**src/bbf_defines.vh**
```
// register map, command fields, opcodes, flag positions and cycle counts of the exec unit
`ifndef BBF_DEFINES_VH
`define BBF_DEFINES_VH

// apb byte addresses
`define BBF_ADDR_CMD 8'h00
`define BBF_ADDR_OFS 8'h04
`define BBF_ADDR_PC 8'h08
`define BBF_ADDR_FLAGS 8'h0c
`define BBF_ADDR_STATUS 8'h10
`define BBF_ADDR_SEL 8'h14
`define BBF_ADDR_DATA 8'h18

// command word fields
`define BBF_CMD_OP_MSB 5
`define BBF_CMD_OP_LSB 0
`define BBF_CMD_RD_LSB 8
`define BBF_CMD_BIT_MSB 18
`define BBF_CMD_BIT_LSB 16
`define BBF_CMD_IO_LSB 24
`define BBF_OFS_W 7

// selector register: index in low bits, space select bit
`define BBF_SEL_SPACE 8
`define BBF_SEL_W 9

// status register fields
`define BBF_STS_BUSY 0
`define BBF_STS_TAKEN 1
`define BBF_STS_ERR 2
`define BBF_STS_CYC_LSB 8

// opcodes
`define BBF_OP_BR_C1 6'h00
`define BBF_OP_BR_C0 6'h01
`define BBF_OP_BR_HS 6'h02
`define BBF_OP_BR_LO 6'h03
`define BBF_OP_BR_N1 6'h04
`define BBF_OP_BR_N0 6'h05
`define BBF_OP_BR_GE 6'h06
`define BBF_OP_BR_LT 6'h07
`define BBF_OP_BR_H1 6'h08
`define BBF_OP_BR_H0 6'h09
`define BBF_OP_BR_V0 6'h0a
`define BBF_OP_BR_I1 6'h0b
`define BBF_OP_BR_I0 6'h0c
`define BBF_OP_IO_SET 6'h10
`define BBF_OP_IO_CLR 6'h11
`define BBF_OP_LSL 6'h12
`define BBF_OP_LSR 6'h13
`define BBF_OP_ROL 6'h14
`define BBF_OP_ROR 6'h15
`define BBF_OP_ASR 6'h16
`define BBF_OP_SWAP 6'h17
`define BBF_OP_BST 6'h18
`define BBF_OP_BLD 6'h19
`define BBF_OP_FLAG_SET 6'h1a
`define BBF_OP_FLAG_CLR 6'h1b

// flag register bit positions
`define BBF_FLG_C 0
`define BBF_FLG_Z 1
`define BBF_FLG_N 2
`define BBF_FLG_V 3
`define BBF_FLG_S 4
`define BBF_FLG_H 5
`define BBF_FLG_T 6
`define BBF_FLG_I 7

// reset values
`define BBF_FLAGS_RST 8'h00
`define BBF_CMD_RST 32'h00000000
`define BBF_OFS_RST 7'h00
`define BBF_SEL_RST 9'h000

// instruction cycle counts
`define BBF_CYC_ONE 2'h1
`define BBF_CYC_BR_TAKEN 2'h2
`define BBF_CYC_IO 2'h2

`endif

```
**src/bbf_mem.v**
```verilog
// single-port memory with registered read data
`timescale 1ns/1ns
module bbf_mem #(
  parameter W = 8,
  parameter D = 32,
  parameter AW = 5
) (
  input wire clk_sys,
  input wire rst_n,
  input wire ce,
  input wire we,
  input wire [AW-1:0] addr,
  input wire [W-1:0] wdata,
  output reg [W-1:0] rdata_ff
);
  reg [W-1:0] mem [0:D-1];

  // array is not reset; contents are loaded by software
  always @(posedge clk_sys) begin
    if (ce && we) begin
      mem[addr] <= wdata;
    end
  end

  // read during write returns the old word
  always @(posedge clk_sys or negedge rst_n) begin
    if (!rst_n) begin
      rdata_ff <= {W{1'b0}};
    end else if (ce) begin
      rdata_ff <= mem[addr];
    end
  end
endmodule // bbf_mem

```
**src/bbf_exec_unit.v**
```verilog
// branch, bit, shift and flag execution unit with apb register access
// How it works
// - carry branches: go to pc+k+1 when carry matches the form, 1 or 2 cycles
// - negative-flag branches jump on n set or clear, target pc+k+1
// - signed branches test n xor v: ge on zero, less on one
// - half-carry branches jump when h is set or cleared per form
// - no-overflow branch jumps only while v is zero
// - irq branches jump when global irq flag is on or off per form
// - io bit raise/lower force one io bit, keep flags, take two cycles
// - left shift fills bit 0 with zero, updates z c n v, one cycle
// - right shift fills bit 7 with zero, updates z c n v, one cycle
// - rotate left: old carry into bit 0, old bit 7 into carry
// - rotate right: old carry into bit 7, old bit 0 into carry
// - arithmetic right shift keeps bit 7, updates z c n v, one cycle
// - nibble swap exchanges halves in one cycle, flags untouched
// - bit store copies register bit to t; bit load copies t back
// - single-flag set and clear touch only the chosen flag, one cycle
// - global irq on sets i, global irq off clears i, one cycle
// - sign flag set and clear use the single-flag ops with bit 4, one cycle, only s
`timescale 1ns/1ns
`include "bbf_defines.vh"
module bbf_exec_unit #(
  parameter PC_W = 16,
  parameter RF_DEPTH = 32,
  parameter RF_AW = 5,
  parameter IO_DEPTH = 64,
  parameter IO_AW = 6
) (
  input wire clk_sys,
  input wire rst_n,
  input wire ce,
  input wire psel,
  input wire penable,
  input wire pwrite,
  input wire [7:0] paddr,
  input wire [31:0] pwdata,
  output wire [31:0] prdata,
  output wire pready,
  output wire pslverr,
  output wire busy,
  output wire [7:0] flags_out,
  output wire [PC_W-1:0] pc_out
);
  localparam ST_IDLE = 4'b0001;
  localparam ST_READ = 4'b0010;
  localparam ST_EXEC = 4'b0100;
  localparam ST_HOLD = 4'b1000;

  reg [3:0] state_ff;
  reg [3:0] nxt_state;
  reg [PC_W-1:0] pc_ff;
  reg [7:0] flags_ff;
  reg [31:0] cmd_ff;
  reg [`BBF_OFS_W-1:0] ofs_ff;
  reg [`BBF_SEL_W-1:0] sel_ff;
  reg [1:0] cnt_ff;
  reg [1:0] last_cyc_ff;
  reg taken_ff;
  reg err_ff;
  reg [1:0] ph_ff;
  reg [31:0] prdata_ff;

  wire [7:0] rf_rdata;
  wire [7:0] io_rdata;

  // ---------------- apb slave ----------------
  wire acc = psel & penable;
  wire a_cmd = (paddr == `BBF_ADDR_CMD);
  wire a_ofs = (paddr == `BBF_ADDR_OFS);
  wire a_pc = (paddr == `BBF_ADDR_PC);
  wire a_flg = (paddr == `BBF_ADDR_FLAGS);
  wire a_sts = (paddr == `BBF_ADDR_STATUS);
  wire a_sel = (paddr == `BBF_ADDR_SEL);
  wire a_data = (paddr == `BBF_ADDR_DATA);
  wire mapped = a_cmd | a_ofs | a_pc | a_flg | a_sts | a_sel | a_data;
  wire idle = (state_ff == ST_IDLE);
  // everything but status waits for the current instruction to retire
  wire stall = ~idle & ~a_sts;
  // data window needs one more cycle for the registered memory read
  wire [1:0] need = a_data ? 2'h2 : 2'h1;

  assign pready = acc & ce & ~stall & (ph_ff == need);
  assign pslverr = pready & ~mapped;
  assign prdata = prdata_ff;

  wire wr_fire = pready & pwrite & mapped;
  wire sel_io = sel_ff[`BBF_SEL_SPACE];

  reg [31:0] rd_mux;
  always @* begin
    rd_mux = 32'h00000000;
    if (a_cmd) begin
      rd_mux = cmd_ff;
    end else if (a_ofs) begin
      rd_mux = {{(32-`BBF_OFS_W){1'b0}}, ofs_ff};
    end else if (a_pc) begin
      rd_mux = {{(32-PC_W){1'b0}}, pc_ff};
    end else if (a_flg) begin
      rd_mux = {24'h000000, flags_ff};
    end else if (a_sts) begin
      rd_mux[`BBF_STS_BUSY] = ~idle;
      rd_mux[`BBF_STS_TAKEN] = taken_ff;
      rd_mux[`BBF_STS_ERR] = err_ff;
      rd_mux[`BBF_STS_CYC_LSB +: 2] = last_cyc_ff;
    end else if (a_sel) begin
      rd_mux = {{(32-`BBF_SEL_W){1'b0}}, sel_ff};
    end
  end

  always @(posedge clk_sys or negedge rst_n) begin
    if (!rst_n) begin
      ph_ff <= 2'h0;
      prdata_ff <= 32'h00000000;
    end else if (ce) begin
      if (pready) begin
        ph_ff <= 2'h0;
      end else if (acc && !stall) begin
        ph_ff <= ph_ff + 2'h1;
      end
      if (acc && !stall && ph_ff == 2'h0 && !a_data) begin
        prdata_ff <= rd_mux;
      end else if (acc && a_data && ph_ff == 2'h1) begin
        prdata_ff <= {24'h000000, (sel_io ? io_rdata : rf_rdata)};
      end
    end
  end

  // ---------------- instruction decode and execute ----------------
  wire [5:0] op = cmd_ff[`BBF_CMD_OP_MSB:`BBF_CMD_OP_LSB];
  wire [2:0] bsel = cmd_ff[`BBF_CMD_BIT_MSB:`BBF_CMD_BIT_LSB];
  wire [RF_AW-1:0] rd_idx = cmd_ff[`BBF_CMD_RD_LSB +: RF_AW];
  wire [IO_AW-1:0] io_idx = cmd_ff[`BBF_CMD_IO_LSB +: IO_AW];
  wire [7:0] bmask = 8'h01 << bsel;
  wire f_c = flags_ff[`BBF_FLG_C];
  wire f_n = flags_ff[`BBF_FLG_N];
  wire f_v = flags_ff[`BBF_FLG_V];
  wire f_h = flags_ff[`BBF_FLG_H];
  wire f_t = flags_ff[`BBF_FLG_T];
  wire f_i = flags_ff[`BBF_FLG_I];
  wire [PC_W-1:0] k_ext = {{(PC_W-`BBF_OFS_W){ofs_ff[`BBF_OFS_W-1]}}, ofs_ff};
  wire [PC_W-1:0] pc_next = pc_ff + {{(PC_W-1){1'b0}}, 1'b1};
  // offset is a signed word displacement from the following instruction
  wire [PC_W-1:0] pc_target = pc_next + k_ext;

  reg is_br;
  reg cond;
  reg is_shift;
  reg [7:0] res;
  reg new_c;
  reg we_rf;
  reg we_io;
  reg bad;
  reg [7:0] nxt_flags;
  reg [1:0] cyc;

  always @* begin
    is_br = 1'b0;
    cond = 1'b0;
    is_shift = 1'b0;
    res = rf_rdata;
    new_c = f_c;
    we_rf = 1'b0;
    we_io = 1'b0;
    bad = 1'b0;
    nxt_flags = flags_ff;
    cyc = `BBF_CYC_ONE;
    case (op)
      `BBF_OP_BR_C1, `BBF_OP_BR_LO: begin
        is_br = 1'b1;
        cond = f_c;
      end
      `BBF_OP_BR_C0, `BBF_OP_BR_HS: begin
        is_br = 1'b1;
        cond = ~f_c;
      end
      `BBF_OP_BR_N1: begin
        is_br = 1'b1;
        cond = f_n;
      end
      `BBF_OP_BR_N0: begin
        is_br = 1'b1;
        cond = ~f_n;
      end
      `BBF_OP_BR_GE: begin
        is_br = 1'b1;
        cond = ~(f_n ^ f_v);
      end
      `BBF_OP_BR_LT: begin
        is_br = 1'b1;
        cond = f_n ^ f_v;
      end
      `BBF_OP_BR_H1: begin
        is_br = 1'b1;
        cond = f_h;
      end
      `BBF_OP_BR_H0: begin
        is_br = 1'b1;
        cond = ~f_h;
      end
      `BBF_OP_BR_V0: begin
        is_br = 1'b1;
        cond = ~f_v;
      end
      `BBF_OP_BR_I1: begin
        is_br = 1'b1;
        cond = f_i;
      end
      `BBF_OP_BR_I0: begin
        is_br = 1'b1;
        cond = ~f_i;
      end
      `BBF_OP_IO_SET: begin
        res = io_rdata | bmask;
        we_io = 1'b1;
        cyc = `BBF_CYC_IO;
      end
      `BBF_OP_IO_CLR: begin
        res = io_rdata & ~bmask;
        we_io = 1'b1;
        cyc = `BBF_CYC_IO;
      end
      `BBF_OP_LSL: begin
        res = {rf_rdata[6:0], 1'b0};
        new_c = rf_rdata[7];
        is_shift = 1'b1;
      end
      `BBF_OP_LSR: begin
        res = {1'b0, rf_rdata[7:1]};
        new_c = rf_rdata[0];
        is_shift = 1'b1;
      end
      `BBF_OP_ROL: begin
        res = {rf_rdata[6:0], f_c};
        new_c = rf_rdata[7];
        is_shift = 1'b1;
      end
      `BBF_OP_ROR: begin
        res = {f_c, rf_rdata[7:1]};
        new_c = rf_rdata[0];
        is_shift = 1'b1;
      end
      `BBF_OP_ASR: begin
        res = {rf_rdata[7], rf_rdata[7:1]};
        new_c = rf_rdata[0];
        is_shift = 1'b1;
      end
      `BBF_OP_SWAP: begin
        res = {rf_rdata[3:0], rf_rdata[7:4]};
        we_rf = 1'b1;
      end
      `BBF_OP_BST: begin
        nxt_flags[`BBF_FLG_T] = rf_rdata[bsel];
      end
      `BBF_OP_BLD: begin
        res = f_t ? (rf_rdata | bmask) : (rf_rdata & ~bmask);
        we_rf = 1'b1;
      end
      `BBF_OP_FLAG_SET: begin
        // bit field picks the flag: c z n v s h t i, so irq on and sign raise live here
        nxt_flags = flags_ff | bmask;
      end
      `BBF_OP_FLAG_CLR: begin
        nxt_flags = flags_ff & ~bmask;
      end
      default: begin
        // unknown opcode retires as a one-cycle no-op and raises the error bit
        bad = 1'b1;
      end
    endcase
    if (is_shift) begin
      we_rf = 1'b1;
      nxt_flags[`BBF_FLG_C] = new_c;
      nxt_flags[`BBF_FLG_Z] = (res == 8'h00);
      nxt_flags[`BBF_FLG_N] = res[7];
      nxt_flags[`BBF_FLG_V] = res[7] ^ new_c;
    end
    if (is_br && cond) begin
      cyc = `BBF_CYC_BR_TAKEN;
    end
  end

  // ---------------- memories ----------------
  wire ex = (state_ff == ST_EXEC);
  wire data_wr = idle & wr_fire & a_data;
  wire [RF_AW-1:0] rf_addr = idle ? sel_ff[RF_AW-1:0] : rd_idx;
  wire [IO_AW-1:0] io_addr = idle ? sel_ff[IO_AW-1:0] : io_idx;
  wire rf_we = (ex & we_rf) | (data_wr & ~sel_io);
  wire io_we = (ex & we_io) | (data_wr & sel_io);
  wire [7:0] mem_wdata = idle ? pwdata[7:0] : res;

  bbf_mem #(.W(8), .D(RF_DEPTH), .AW(RF_AW)) u_rf (
    .clk_sys(clk_sys),
    .rst_n(rst_n),
    .ce(ce),
    .we(rf_we),
    .addr(rf_addr),
    .wdata(mem_wdata),
    .rdata_ff(rf_rdata)
  );

  bbf_mem #(.W(8), .D(IO_DEPTH), .AW(IO_AW)) u_io (
    .clk_sys(clk_sys),
    .rst_n(rst_n),
    .ce(ce),
    .we(io_we),
    .addr(io_addr),
    .wdata(mem_wdata),
    .rdata_ff(io_rdata)
  );

  // ---------------- sequencer ----------------
  always @* begin
    case (state_ff)
      ST_IDLE: nxt_state = (wr_fire && a_cmd) ? ST_READ : ST_IDLE;
      ST_READ: nxt_state = ST_EXEC;
      ST_EXEC: nxt_state = (cyc == `BBF_CYC_ONE) ? ST_IDLE : ST_HOLD;
      ST_HOLD: nxt_state = (cnt_ff == 2'h1) ? ST_IDLE : ST_HOLD;
      default: nxt_state = ST_IDLE;
    endcase
  end

  always @(posedge clk_sys or negedge rst_n) begin
    if (!rst_n) begin
      state_ff <= ST_IDLE;
      pc_ff <= {PC_W{1'b0}};
      flags_ff <= `BBF_FLAGS_RST;
      cmd_ff <= `BBF_CMD_RST;
      ofs_ff <= `BBF_OFS_RST;
      sel_ff <= `BBF_SEL_RST;
      cnt_ff <= 2'h0;
      last_cyc_ff <= 2'h0;
      taken_ff <= 1'b0;
      err_ff <= 1'b0;
    end else if (ce) begin
      state_ff <= nxt_state;
      if (ex) begin
        // untaken branches and all other ops fall through to the next word
        pc_ff <= (is_br && cond) ? pc_target : pc_next;
        flags_ff <= nxt_flags;
        cnt_ff <= cyc - 2'h1;
        last_cyc_ff <= cyc;
        taken_ff <= is_br & cond;
        err_ff <= bad;
      end else if (state_ff == ST_HOLD) begin
        cnt_ff <= cnt_ff - 2'h1;
      end else if (wr_fire) begin
        if (a_cmd) begin
          cmd_ff <= pwdata;
        end
        if (a_ofs) begin
          ofs_ff <= pwdata[`BBF_OFS_W-1:0];
        end
        if (a_pc) begin
          pc_ff <= pwdata[PC_W-1:0];
        end
        if (a_flg) begin
          flags_ff <= pwdata[7:0];
        end
        if (a_sel) begin
          sel_ff <= pwdata[`BBF_SEL_W-1:0];
        end
      end
    end
  end

  assign busy = ~idle;
  assign flags_out = flags_ff;
  assign pc_out = pc_ff;
endmodule // bbf_exec_unit

```
**config.mk**
```make
export PLATFORM = sky130hd
export DESIGN_NAME = bbf_exec_unit
export DESIGN_NICKNAME = d
export VERILOG_FILES = /design/src/bbf_mem.v /design/src/bbf_exec_unit.v
export VERILOG_INCLUDE_DIRS = /design/src
export SDC_FILE = /design/constraint.sdc
export NUM_CORES = 1
export LEC_CHECK = 0
export BUFFER_PORTS_ARGS = -buffer_cell sky130_fd_sc_hd__buf_4
export CORE_ASPECT_RATIO = 1.1
export CORE_UTILIZATION = 45
export CTS_CLUSTER_SIZE = 14
export DETAILED_ROUTE_END_ITERATION = 6
export MAX_ROUTING_LAYER = met4
export PLACE_DENSITY = 0.7
export SLEW_MARGIN = 20
export SYNTH_ARGS = -nofsm -noshare
export SYNTH_HDL_FRONTEND = slang
export SYNTH_SLANG_ARGS = --single-unit
```
**constraint.sdc**
```tcl
create_clock -name clk_sys -period 7.7 [get_ports clk_sys]
set_input_delay 1.155 -clock clk_sys [delete_from_list [all_inputs] [get_ports clk_sys]]
set_output_delay 1.155 -clock clk_sys [all_outputs]
set_load 0.03 [all_outputs]
```
Yosys cells after proc, flatten, opt, wreduce, memory -nomap -nowiden --
Memory sizes are Yosys's and may differ from the RTL's. A register that Yosys moved wholly into a read port is not among the register bits. Index checks and enable logic that the tools add are counted.
Operators by class: reduce and logical (&&, ||, !) cells 43, shift-type cells 1, magnitude comparators 1, $add $sub $neg 5, equal/unequal tests 42, mux-type cells 55, bitwise logic cells 45
Operator list (number):
- 2-to-1 mux 32 bit | 6
- 2-to-1 mux 16 bit | 5
- == test 6 x 5 -> 1 bit (second input constant) | 12
- one-hot mux 8 bit (9 select lines) | 1
- 2-to-1 mux 8 bit | 7
- == test 6 x 4 -> 1 bit (second input constant) | 5
- AND reduction 5 bit | 6
- OR reduction 25 bit | 1
- bitwise AND 8 bit | 3
- == test 6 x 3 -> 1 bit (second input constant) | 4
- == test 8 x 5 -> 1 bit (second input constant) | 3
- OR 8 bit | 3
- 2-to-1 mux 22 bit | 1
- 2-to-1 mux 2 bit | 9
- adder 16 x 1 -> 16 bit (second input constant) | 1
- adder 16 bit | 1
- == test 8 x 4 -> 1 bit (second input constant) | 2
- logical NOT 8 bit | 2
- one-hot mux 4 bit (4 select lines) | 1
- bitwise AND 1 bit | 15
- NOT 1 bit | 13
- OR reduction 13 bit | 1
- == test 6 x 2 -> 1 bit (second input constant) | 2
- 2-to-1 mux 4 bit | 3
- other kinds (39) | 85
Storage, ports and cells: flip-flop bits (word level) 116, input bits 46, output and inout bits 59, memories kept 2, memory bits (writable) 768
Memory list:
- u_io.mem | words 64, bits a word 8, rd ports 1, clocked after memory_dff 1, write ports 1, line bbf_mem.v:16 | reg [W-1:0] mem [0:D-1];
- u_rf.mem | words 32, bits a word 8, rd ports 1, clocked after memory_dff 1, write ports 1, line bbf_mem.v:16

Depth between registers and ports, before layout --
Gate-level depths: netlist of run 1.
depth after elaboration 15, gate-level depth with buffers 14, depth with buffers taken out 13

Cells and area by module --
Synthesis of run 1 repeated with hierarchy kept, for this count alone.
Second synthesis, totals: cell total of the unflattened synthesis 2512, area, all modules 38757.2 um^2
By module, submodules not included:
- bbf_mem at u_io | sequential area each 15574.9 um^2, area each 20439.6 um^2, instances 1, cells each 1153
- bbf_mem at u_rf | sequential area each 7887.6 um^2, area each 10296.1 um^2, instances 1, cells each 507
- bbf_exec_unit | sequential area each 2904.0 um^2, area each 8021.4 um^2, instances 1, cells each 852

Worst setup path before layout of run 1 --
No wires, ideal clock.
kind register to register, from reg state_ff[0], to mem u_io.mem[0][2], data pin, arrival 4.847 ns, setup slack 2.133 ns, required time 6.981 ns, cell stages (with the launch flop) 10, period minus slack after synthesis 5.567 ns, buffers on the path 6, library setup time 0.719 ns, cells stage by stage dfstp_2 -> buf_2 -> nor4b_4 -> inv_2 -> buf_4 -> buf_2 -> buf_2 -> buf_6 -> clkbuf_1 -> a21oi_1
Between the ends: cells in the longest elaborated chain, start to end 2
RTL lines:
- start: declaration | line bbf_exec_unit.v:49 | reg [3:0] state_ff;
- start signal: assignment | line bbf_exec_unit.v:335 | state_ff <= nxt_state;
- == test 4 x 1 -> 1 bit | line bbf_exec_unit.v:76 | wire idle = (state_ff == ST_IDLE);
- 2-to-1 mux 8 bit | line bbf_exec_unit.v:289 | wire [7:0] mem_wdata = idle ? pwdata[7:0] : res;
- via mem_wdata[2] | line bbf_exec_unit.v:289
- end: declaration | line bbf_mem.v:16
The timed path passes the listed nets, and every way through them passes these cells.

Worst setup path after layout of run 1 --
from reg state_ff[0], to mem u_io.mem[36][6] (enable)
Between the ends: cells in the longest elaborated chain, start to end 15
RTL lines:
- == test 4 x 1 -> 1 bit | line bbf_exec_unit.v:76
- NOT 1 bit | line bbf_exec_unit.v:78 | wire stall = ~idle & ~a_sts;
- bitwise AND 1 bit | line bbf_exec_unit.v:78
- NOT 1 bit | line bbf_exec_unit.v:82 | assign pready = acc & ce & ~stall & (ph_ff == need);
- bitwise AND 1 bit (2 in a row) | line bbf_exec_unit.v:82
- bitwise AND 1 bit (2 in a row) | line bbf_exec_unit.v:86 | wire wr_fire = pready & pwrite & mapped;
- bitwise AND 1 bit (2 in a row) | line bbf_exec_unit.v:284 | wire data_wr = idle & wr_fire & a_data;
- bitwise AND 1 bit | line bbf_exec_unit.v:288 | wire io_we = (ex & we_io) | (data_wr & sel_io);
- OR 1 bit | line bbf_exec_unit.v:288
- logical AND 1 bit | line bbf_mem.v:20 | if (ce && we) begin
- 2-to-1 mux 1 bit | line bbf_mem.v:20
- 2-to-1 mux 1 bit (not written as such) | line bbf_mem.v:21 | mem[addr] <= wdata;
Parallel ways exist; a longest one is shown, timed or not.

==> impl_results.md, run 1 <==
* Metal2 WL at 50600 um
* Crit path from: state_ff[0]
* Maximum clock rate at 206 MHz
* Total Routing Usage GR at 25.7%
* Crit. End Element: register
* Failing checks: DRC
* CP Buf/Inv Count at 4
* Post-synth EDFFs at 768
* Port Buffer Count at 104
* Std-Cell Rows at 111
* P_leak at 14.3 nW
* Final min period at 4.86 ns
* Max-Cap Viols at 0
* Crit share post-route at 63.1%
* Total CTS buffers at 84
* Maximum VDD drop at 167 uV
* Via count at 24315
* FF+latch count, synth at 900
* Clock power share at 42.6%
* Clk sinks at 900
* Drt drc at 22
* Root buffer cell: clkbuf_16
* Hold WC Path Type: reg2reg
* WL final at 108000 um
* Crit-path cells: nor4b_4 -> buf_4 -> inv_2 -> buf_4 -> mux2_2 -> buf_4 -> nand2_1 -> nor2_1
* Setup TNS at 0 ns
* Met1 Wirelength at 41100 um
* Pwr/cell area at 233 nW/um2
* Post-synthesis sequential area ratio at 69.6%
* Status: finished with violations
* Uppermost layer routed: met4
* Setup-failing EPs final at 0
* # resized after CTS at 0
* Worst r2r path cells at 8
* Final ANT Viol Nets at 0
* Dpl hpwl at 68400 um
* P_int at 7.86 mW
* First-pass GRT wire length at 157000 um
* Rel. slew slack at 20.8%
* Area Growth Syn to Fin at 12.7%
* Part of the power in registers at 53.9%
* Core region area at 83300 um2
* Critical R2R Capture: u_io.mem[36][6]
* Flop-to-flop setup slack at 2.84 ns
* WP data required at 7.99 ns
* Nets at 2615
* Initial antenna violation count at 3
* Unique cell type count in the Yosys netlist at 95
* Starting Density at 45.4%
* Clk_skew at 0.0301 ns
* Comb power frac at 3.5%
* CTS Buffer Depth at 3
* Gpl congestion at 0.962
* CTS tree: built
* Post-synth ARST share at 14.7%
* Max incr delay on CP at 0.82 ns
* Die Height at 306 um
* Top area cells in the synthesized netlist: edfxtp_1 61%, dfrtp_1 8.7%, a22oi_1 3.0%
* Fin. max-slew vios at 0
* I/O pins at 105
* R2R Path Start: state_ff[0]
* Fin Hold WS at 0.479 ns
* Mapped Cells at 2471
* Total grt overflow at 0
* DR vias/cell at 6.59
* Setup bufs post-CTS at 0
* Setup crit start kind: register
* Most common cell after layout, fill and taps aside: edfxtp_1
* Ys flop type: edfxtp_1
* Max Fanout on Critical Path at 39
* Clock Latency Late Sink at 0.66 ns
* Die W at 279 um
* Most frequent CP cell: buf_4
* Psw at 2.09 mW
* TritonRoute pass-1 iters at 7
* Met3 wire len at 10200 um
* Most frequent cells in the layout: 768 x edfxtp_1, 182 x nor2_1, 149 x a22oi_1
* Average size of a mapped cell at 15.3 um2
* Share of layout cells above drive strength 1 at 17.0%
* H-tree lvl count at 3
* Largest delay share family, worst path: simple AND/OR/NAND/NOR gates
* Largest area contributor in the netlist: edfxtp_1
* Switching share of power at 21.0%
* WL/cell at 29.1 um
* Tightest Pin Transition at 1.18 ns
* Cell Area, Synth at 37900 um2
* Initial DRC count at 3165
* Yosys warnings at 0
* WS Path Type: reg2reg
* Pre-CTS setup slack at 2.50 ns
* Worst setup endpoint: u_io.mem[36][6]
* Syn_nets at 2538
* Cts hold-fix bufs at 0
* Overall power at 9.95 mW
* RSZ-0062 raised after global routing: false
* Levels on crit path at 8
* Die area at 85300 um2
* Final Util at 51.2%
* Largest net degree at the start of global routing at 79
* Clk slew on worst S/H paths at 0.07 ns
* Final hold viol count at 0
* Slowest CP cell: mux2_2
* Synth top area share at 60.9%
* CP Data Arrival Time at 5.15 ns
* Final setup margin at 2.84 ns
* Vias in the first global route at 23431
## worst min-delay path: stages (launching register included)
cell and delay [ns]:
dfrtp_1 0.34, nand2_1 0.04, o21ai_0 0.06
## area by class of cell
class | instances | area (um2)
Fill cell | 6686 | 40700
Sequential cell | 900 | 26400
Multi-Input combinational cell | 1395 | 10800
Clock buffer | 114 | 2320
Tap cell | 1073 | 1340
Timing Repair Buffer | 150 | 1210
Clock inverter | 40 | 502
Inverter | 17 | 63.8
Antenna cell | 3 | 7.51
## cells by family (layout without fill, tap and decap cells)
| kind of cell | Yosys count | count (layout) | share of synthesized area (%) |
|---|---|---|---|
| mux | 208 | 208 | 7.52 |
| flops | 900 | 900 | 69.6 |
| other cells | 0 | 3 | 0 |
| xor+xnor | 29 | 29 | 0.671 |
| simple gates | 530 | 530 | 7.35 |
| fa+ha+maj | 21 | 21 | 0.714 |
| buf+inv | 176 | 321 | 2.19 |
| compound gates | 607 | 607 | 11.9 |
## stage by stage
step           std cells  instance area (um2)
2_1_floorplan       2471                37900
3_3_place_gp        3534                39800
3_5_place_dp        3534                39800
4_1_cts             3688                42600
5_1_grt             3692                42700
6_report            3692                42700
## sequential cells by signal, summed over array words and instances, names as in the netlist, named ones only
register       flops
u_io.rdata_ff      8
u_rf.mem         256
u_io.mem         512
u_rf.rdata_ff      8
err_ff             1
prdata            32
cmd_ff            32
sel_ff             9
ofs_ff             7
ph_ff              2
cnt_ff             2
state_ff           4
pc_out            16
taken_ff           1
last_cyc_ff        2
flags_out          1
## power by group through the flow
stage                     Clock [mW]  Sequential [mW]  Combinational (mW)
final                           4.24             5.36               0.349
after global routing            4.46             5.37               0.374
after CTS                       4.28             5.36               0.350
after detailed placement           0             5.47               0.350
after global placement             0             5.47               0.348
after floorplan                    0             5.51               0.128
## synthesized netlist by cell type (34+ instances only)
| master | instances |
|---|---|
| a21oi_1 | 47 |
| a221oi_1 | 61 |
| a22o_1 | 77 |
| a22oi_1 | 149 |
| a31oi_1 | 74 |
| buf_2 | 34 |
| clkbuf_1 | 99 |
| dfrtp_1 | 131 |
| edfxtp_1 | 768 |
| mux2_2 | 68 |
| mux2i_1 | 84 |
| mux4_2 | 49 |
| nand2_1 | 106 |
| nand3_1 | 42 |
| nor2_1 | 182 |
| o21ai_0 | 55 |
## per-layer routing
layer,vias to the layer above,track usage [%]
li1,10140,-
met1,12197,33.0
met2,1647,40.0
met3,331,4.11
met4,0,12.9
met5,-,-
## worst min path at each step
stage,start,endpoint,slack [ns],depth (start not counted)
4_1_cts,prdata[12],prdata[12],0.49,2
5_1_grt,prdata[7],prdata[7],0.51,2
2_1_floorplan,err_ff,err_ff,0.44,2
6_report,prdata[12],prdata[12],0.48,2
3_3_place_gp,taken_ff,taken_ff,0.46,2
3_5_place_dp,prdata[12],prdata[12],0.47,2
Note: power is estimated with default switching activity, not from simulation.
==> run 2: changes to the inputs <==
--- a/config.mk
+++ b/config.mk
@@ -6,13 +6,14 @@
 export SDC_FILE = /design/constraint.sdc
 export NUM_CORES = 1
 export LEC_CHECK = 0
+export ABC_AREA = 1
 export BUFFER_PORTS_ARGS = -buffer_cell sky130_fd_sc_hd__buf_4
 export CORE_ASPECT_RATIO = 1.1
 export CORE_UTILIZATION = 45
 export CTS_CLUSTER_SIZE = 14
 export DETAILED_ROUTE_END_ITERATION = 6
 export MAX_ROUTING_LAYER = met4
-export PLACE_DENSITY = 0.7
+export PLACE_DENSITY = 0.72
 export SLEW_MARGIN = 20
 export SYNTH_ARGS = -nofsm -noshare
 export SYNTH_HDL_FRONTEND = slang
==> constraint.sdc (replaced) <==
create_clock -name clk_sys -period 4.1 [get_ports clk_sys]
set_input_delay 0.615 -clock clk_sys [delete_from_list [all_inputs] [get_ports clk_sys]]
set_output_delay 0.615 -clock clk_sys [all_outputs]
set_load 0.03 [all_outputs]
==> run 2 against run 1 <==
  * The run still ends with DRC left
  * Hold slack got worse by 0.39 ns
  * Utilization increased by 0.61 points
  * First-iteration DRC count increased by 4.4%
  * Global-route usage decreased by 1.3 points
  * Maximum frequency increased by 33%
  * Via count increased by 22%
  * Critical path depth increased by 12
  * Critical endpoint is now u_io.rdata_ff[6]
  * Largest cell class unchanged
  * Largest power group unchanged
==> impl_results.md, run 2 <==
* # diodes at 0 (-3)
* Total grt overflow at 0 (unchanged)
* Pwr/cell area at 531 nW/um2 (+130%)
* Largest area contributor in the netlist: edfxtp_1
* Max incr delay on CP at 0.56 ns (-0.26 ns)
* Die W at 287 um (+3.1%)
* Post-synthesis sequential area ratio at 65.5% (-4.2 points)
* Syn_nets at 4136 (+63%)
* Total CTS buffers at 85 (+1.2%)
* Tightest Pin Transition at 1.10 ns (-0.0741 ns)
* H-tree lvl count at 3 (unchanged)
* FF+latch count, synth at 900 (unchanged)
* Max-Cap Viols at 0 (unchanged)
* Crit share post-route at 88.9% (+26 points)
* DR vias/cell at 5.45 (-17%)
* Fin. max-slew vios at 0 (unchanged)
* Flop-to-flop setup slack at 0.45 ns (-2.39 ns)
* Synth top area share at 57.2% (-3.7 points)
* Setup crit start kind: register
* Yosys warnings at 0 (unchanged)
* Largest registers: u_io.mem: 512 flops, u_rf.mem: 256 flops
* Status: finished with violations
* Largest net degree at the start of global routing at 133 (+68%)
* # resized after CTS at 0 (unchanged)
* Synth cell count leaders: 1829 x nand2_1, 768 x edfxtp_1, 265 x nor2_1
* Port Buffer Count at 104 (unchanged)
* Starting Density at 45.6% (+0.20 points)
* Ys flop type: edfxtp_1
* CP Data Arrival Time at 4.24 ns (-0.91 ns)
* Initial antenna violation count at 0 (-3)
* WL final at 108000 um (about the same)
* Failing checks: DRC
* Final ANT Viol Nets at 0 (unchanged)
* Clk_skew at 0.0282 ns (-0.00188 ns)
* Hold WC Path Type: in2async
* Dpl hpwl at 69500 um (+1.6%)
* Maximum VDD drop at 351 uV (+110%)
* WP data required at 4.70 ns (-3.29 ns)
* Final hold viol count at 0 (unchanged)
* Mapped Cells at 4069 (+65%)
* Nets at 4274 (+63%)
* Fin Hold WS at 0.0838 ns (-0.395 ns)
* Core region area at 88300 um2 (+6.0%)
* Vias in the first global route at 28437 (+21%)
* Root buffer cell: clkbuf_16
* I/O pins at 105 (unchanged)
* Crit-path cells: inv_2 -> nor2_4 -> nand2_4 -> buf_4 -> nand2_1 -> nand2_8 -> inv_6 -> buf_12 -> nand2_1 -> nand2_1 -> nand2_1 -> nand2_1 -> nand2_1 -> nand2_1 -> nand2_1 -> nand2_1 -> nor2_1 -> nand3b_1 -> nand2_1 -> inv_1
* Drt drc at 1 (-95%)
* Overall power at 24.3 mW (+140%)
* Reg with most FFs: u_io.mem
* Crit. End Element: register
* Most frequent CP cell: nand2_1
* Slowest CP cell: dfstp_2
* TritonRoute pass-1 iters at 7 (unchanged)
* First-pass GRT wire length at 165000 um (+4.6%)
* Most common cell in the netlist: nand2_1
* Gpl congestion at 0.976 (+1.5%)
* Total Routing Usage GR at 24.4% (-1.3 points)
* Share of layout cells above drive strength 1 at 10.3% (-6.7 points)
* CTS Buffer Depth at 3 (unchanged)
* Max Fanout on Critical Path at 70 (+79%)
* Maximum clock rate at 274 MHz (+33%)
* Setup-failing EPs final at 0 (unchanged)
* Cts hold-fix bufs at 0 (unchanged)
* WL/cell at 19.8 um (-32%)
* Die Height at 316 um (+3.1%)
* Most common cell after layout, fill and taps aside: nand2_1
* Unique cell type count in the Yosys netlist at 57 (-40%)
* Clock Latency Late Sink at 0.66 ns (about the same)
* Setup TNS at 0 ns (unchanged)
* Average size of a mapped cell at 9.90 um2 (-35%)
* RSZ-0062 raised after global routing: false
* WS Path Type: reg2reg
* Clk slew on worst S/H paths at 0.06 ns (about the same)
* Post-synth EDFFs at 768 (unchanged)
* Max reg flops at 512 (unchanged)
* Setup bufs post-CTS at 0 (unchanged)
* Post-synth ARST share at 14.7% (unchanged)
* Top area cells in the synthesized netlist: edfxtp_1 57%, nand2_1 17%, dfrtp_1 8.1%
* Via count at 29583 (+22%)
* Final min period at 3.65 ns (-1.21 ns)
* Area Growth Syn to Fin at 13.5%
* Std-Cell Rows at 114 (+2.7%)
* Most frequent cells in the layout: 1829 x nand2_1, 768 x edfxtp_1, 261 x nor2_1
* CTS tree: built
* Cell Area, Synth at 40300 um2 (+6.4%)
* Clk sinks at 900 (unchanged)
* Die area at 90700 um2 (+6.4%)
* P_leak at 18.6 nW (+31%)
* Initial DRC count at 3304 (+4.4%)
* Rel. slew slack at 26.3% (+5.5 points)
## run 2: path summary, 6_finish.rpt
kind                                     to  cells past startpoint        start
min in group clk_sys             cmd_ff[22]                      3   pwdata[22]
min reg2reg                      prdata[22]                      2   prdata[22]
max reg2reg                u_io.rdata_ff[6]                     20  state_ff[0]
min                              pc_out[10]                      1        rst_n
max                        u_io.rdata_ff[6]                     20  state_ff[0]
max in group asynchronous        prdata[27]                      2        rst_n
## run 2: power by group
group          total [mW]  internal, mW  leakage (nW)  switching, mW
Combinational        5.65          1.46          8.83           4.19
Sequential           10.9          10.7          8.49          0.182
Clock                7.75          4.39          1.32           3.36
## run 2: final cells by class
type	instances	area [um2]
sequential	900	26400
clock inverter	44	424
fill	7678	42600
inverter	203	773
timing repair buffer	218	1900
tap	1160	1450
multi-input combinational	2799	12500
clock buffer	105	2280
## run 2: routing by layer
layer	wire (um)	track usage, %
met5	0	-
met4	4460	10.5
met3	8770	3.48
met2	51300	39.0
met1	43200	31.2
## run 2: logic make-up (layout without fill, tap and decap cells)
group / after synthesis / in the layout / share of synthesized area [%]
mux: 1 / 1 / 0.0280
buf+inv: 370 / 570 / 3.80
simple gates: 2340 / 2340 / 23.3
flops: 900 / 900 / 65.5
xor+xnor: 24 / 24 / 0.522
compound gates: 413 / 413 / 6.20
fa+ha+maj: 21 / 21 / 0.671
## run 2: worst max-delay path: cells and delay by family (launching register included)
kind	cells	cell delay, ns
simple gates	15	1.69
flops	1	0.56
buf+inv	5	1.23
## run 2: stage by stage
| stage | utilization [%] | setup WS (ns) | instance area [um2] | cells |
|---|---|---|---|---|
| after floorplan | - | -0.297 | 40300 | 4069 |
| after global placement | 48.7 | 0.367 | 43000 | 5280 |
| after detailed placement | 48.7 | 0.299 | 43000 | 5280 |
| after CTS | 51.8 | 0.524 | 45700 | 5429 |
| after global routing | 51.8 | 0.261 | 45700 | 5429 |
| final | 51.8 | 0.454 | 45700 | 5429 |
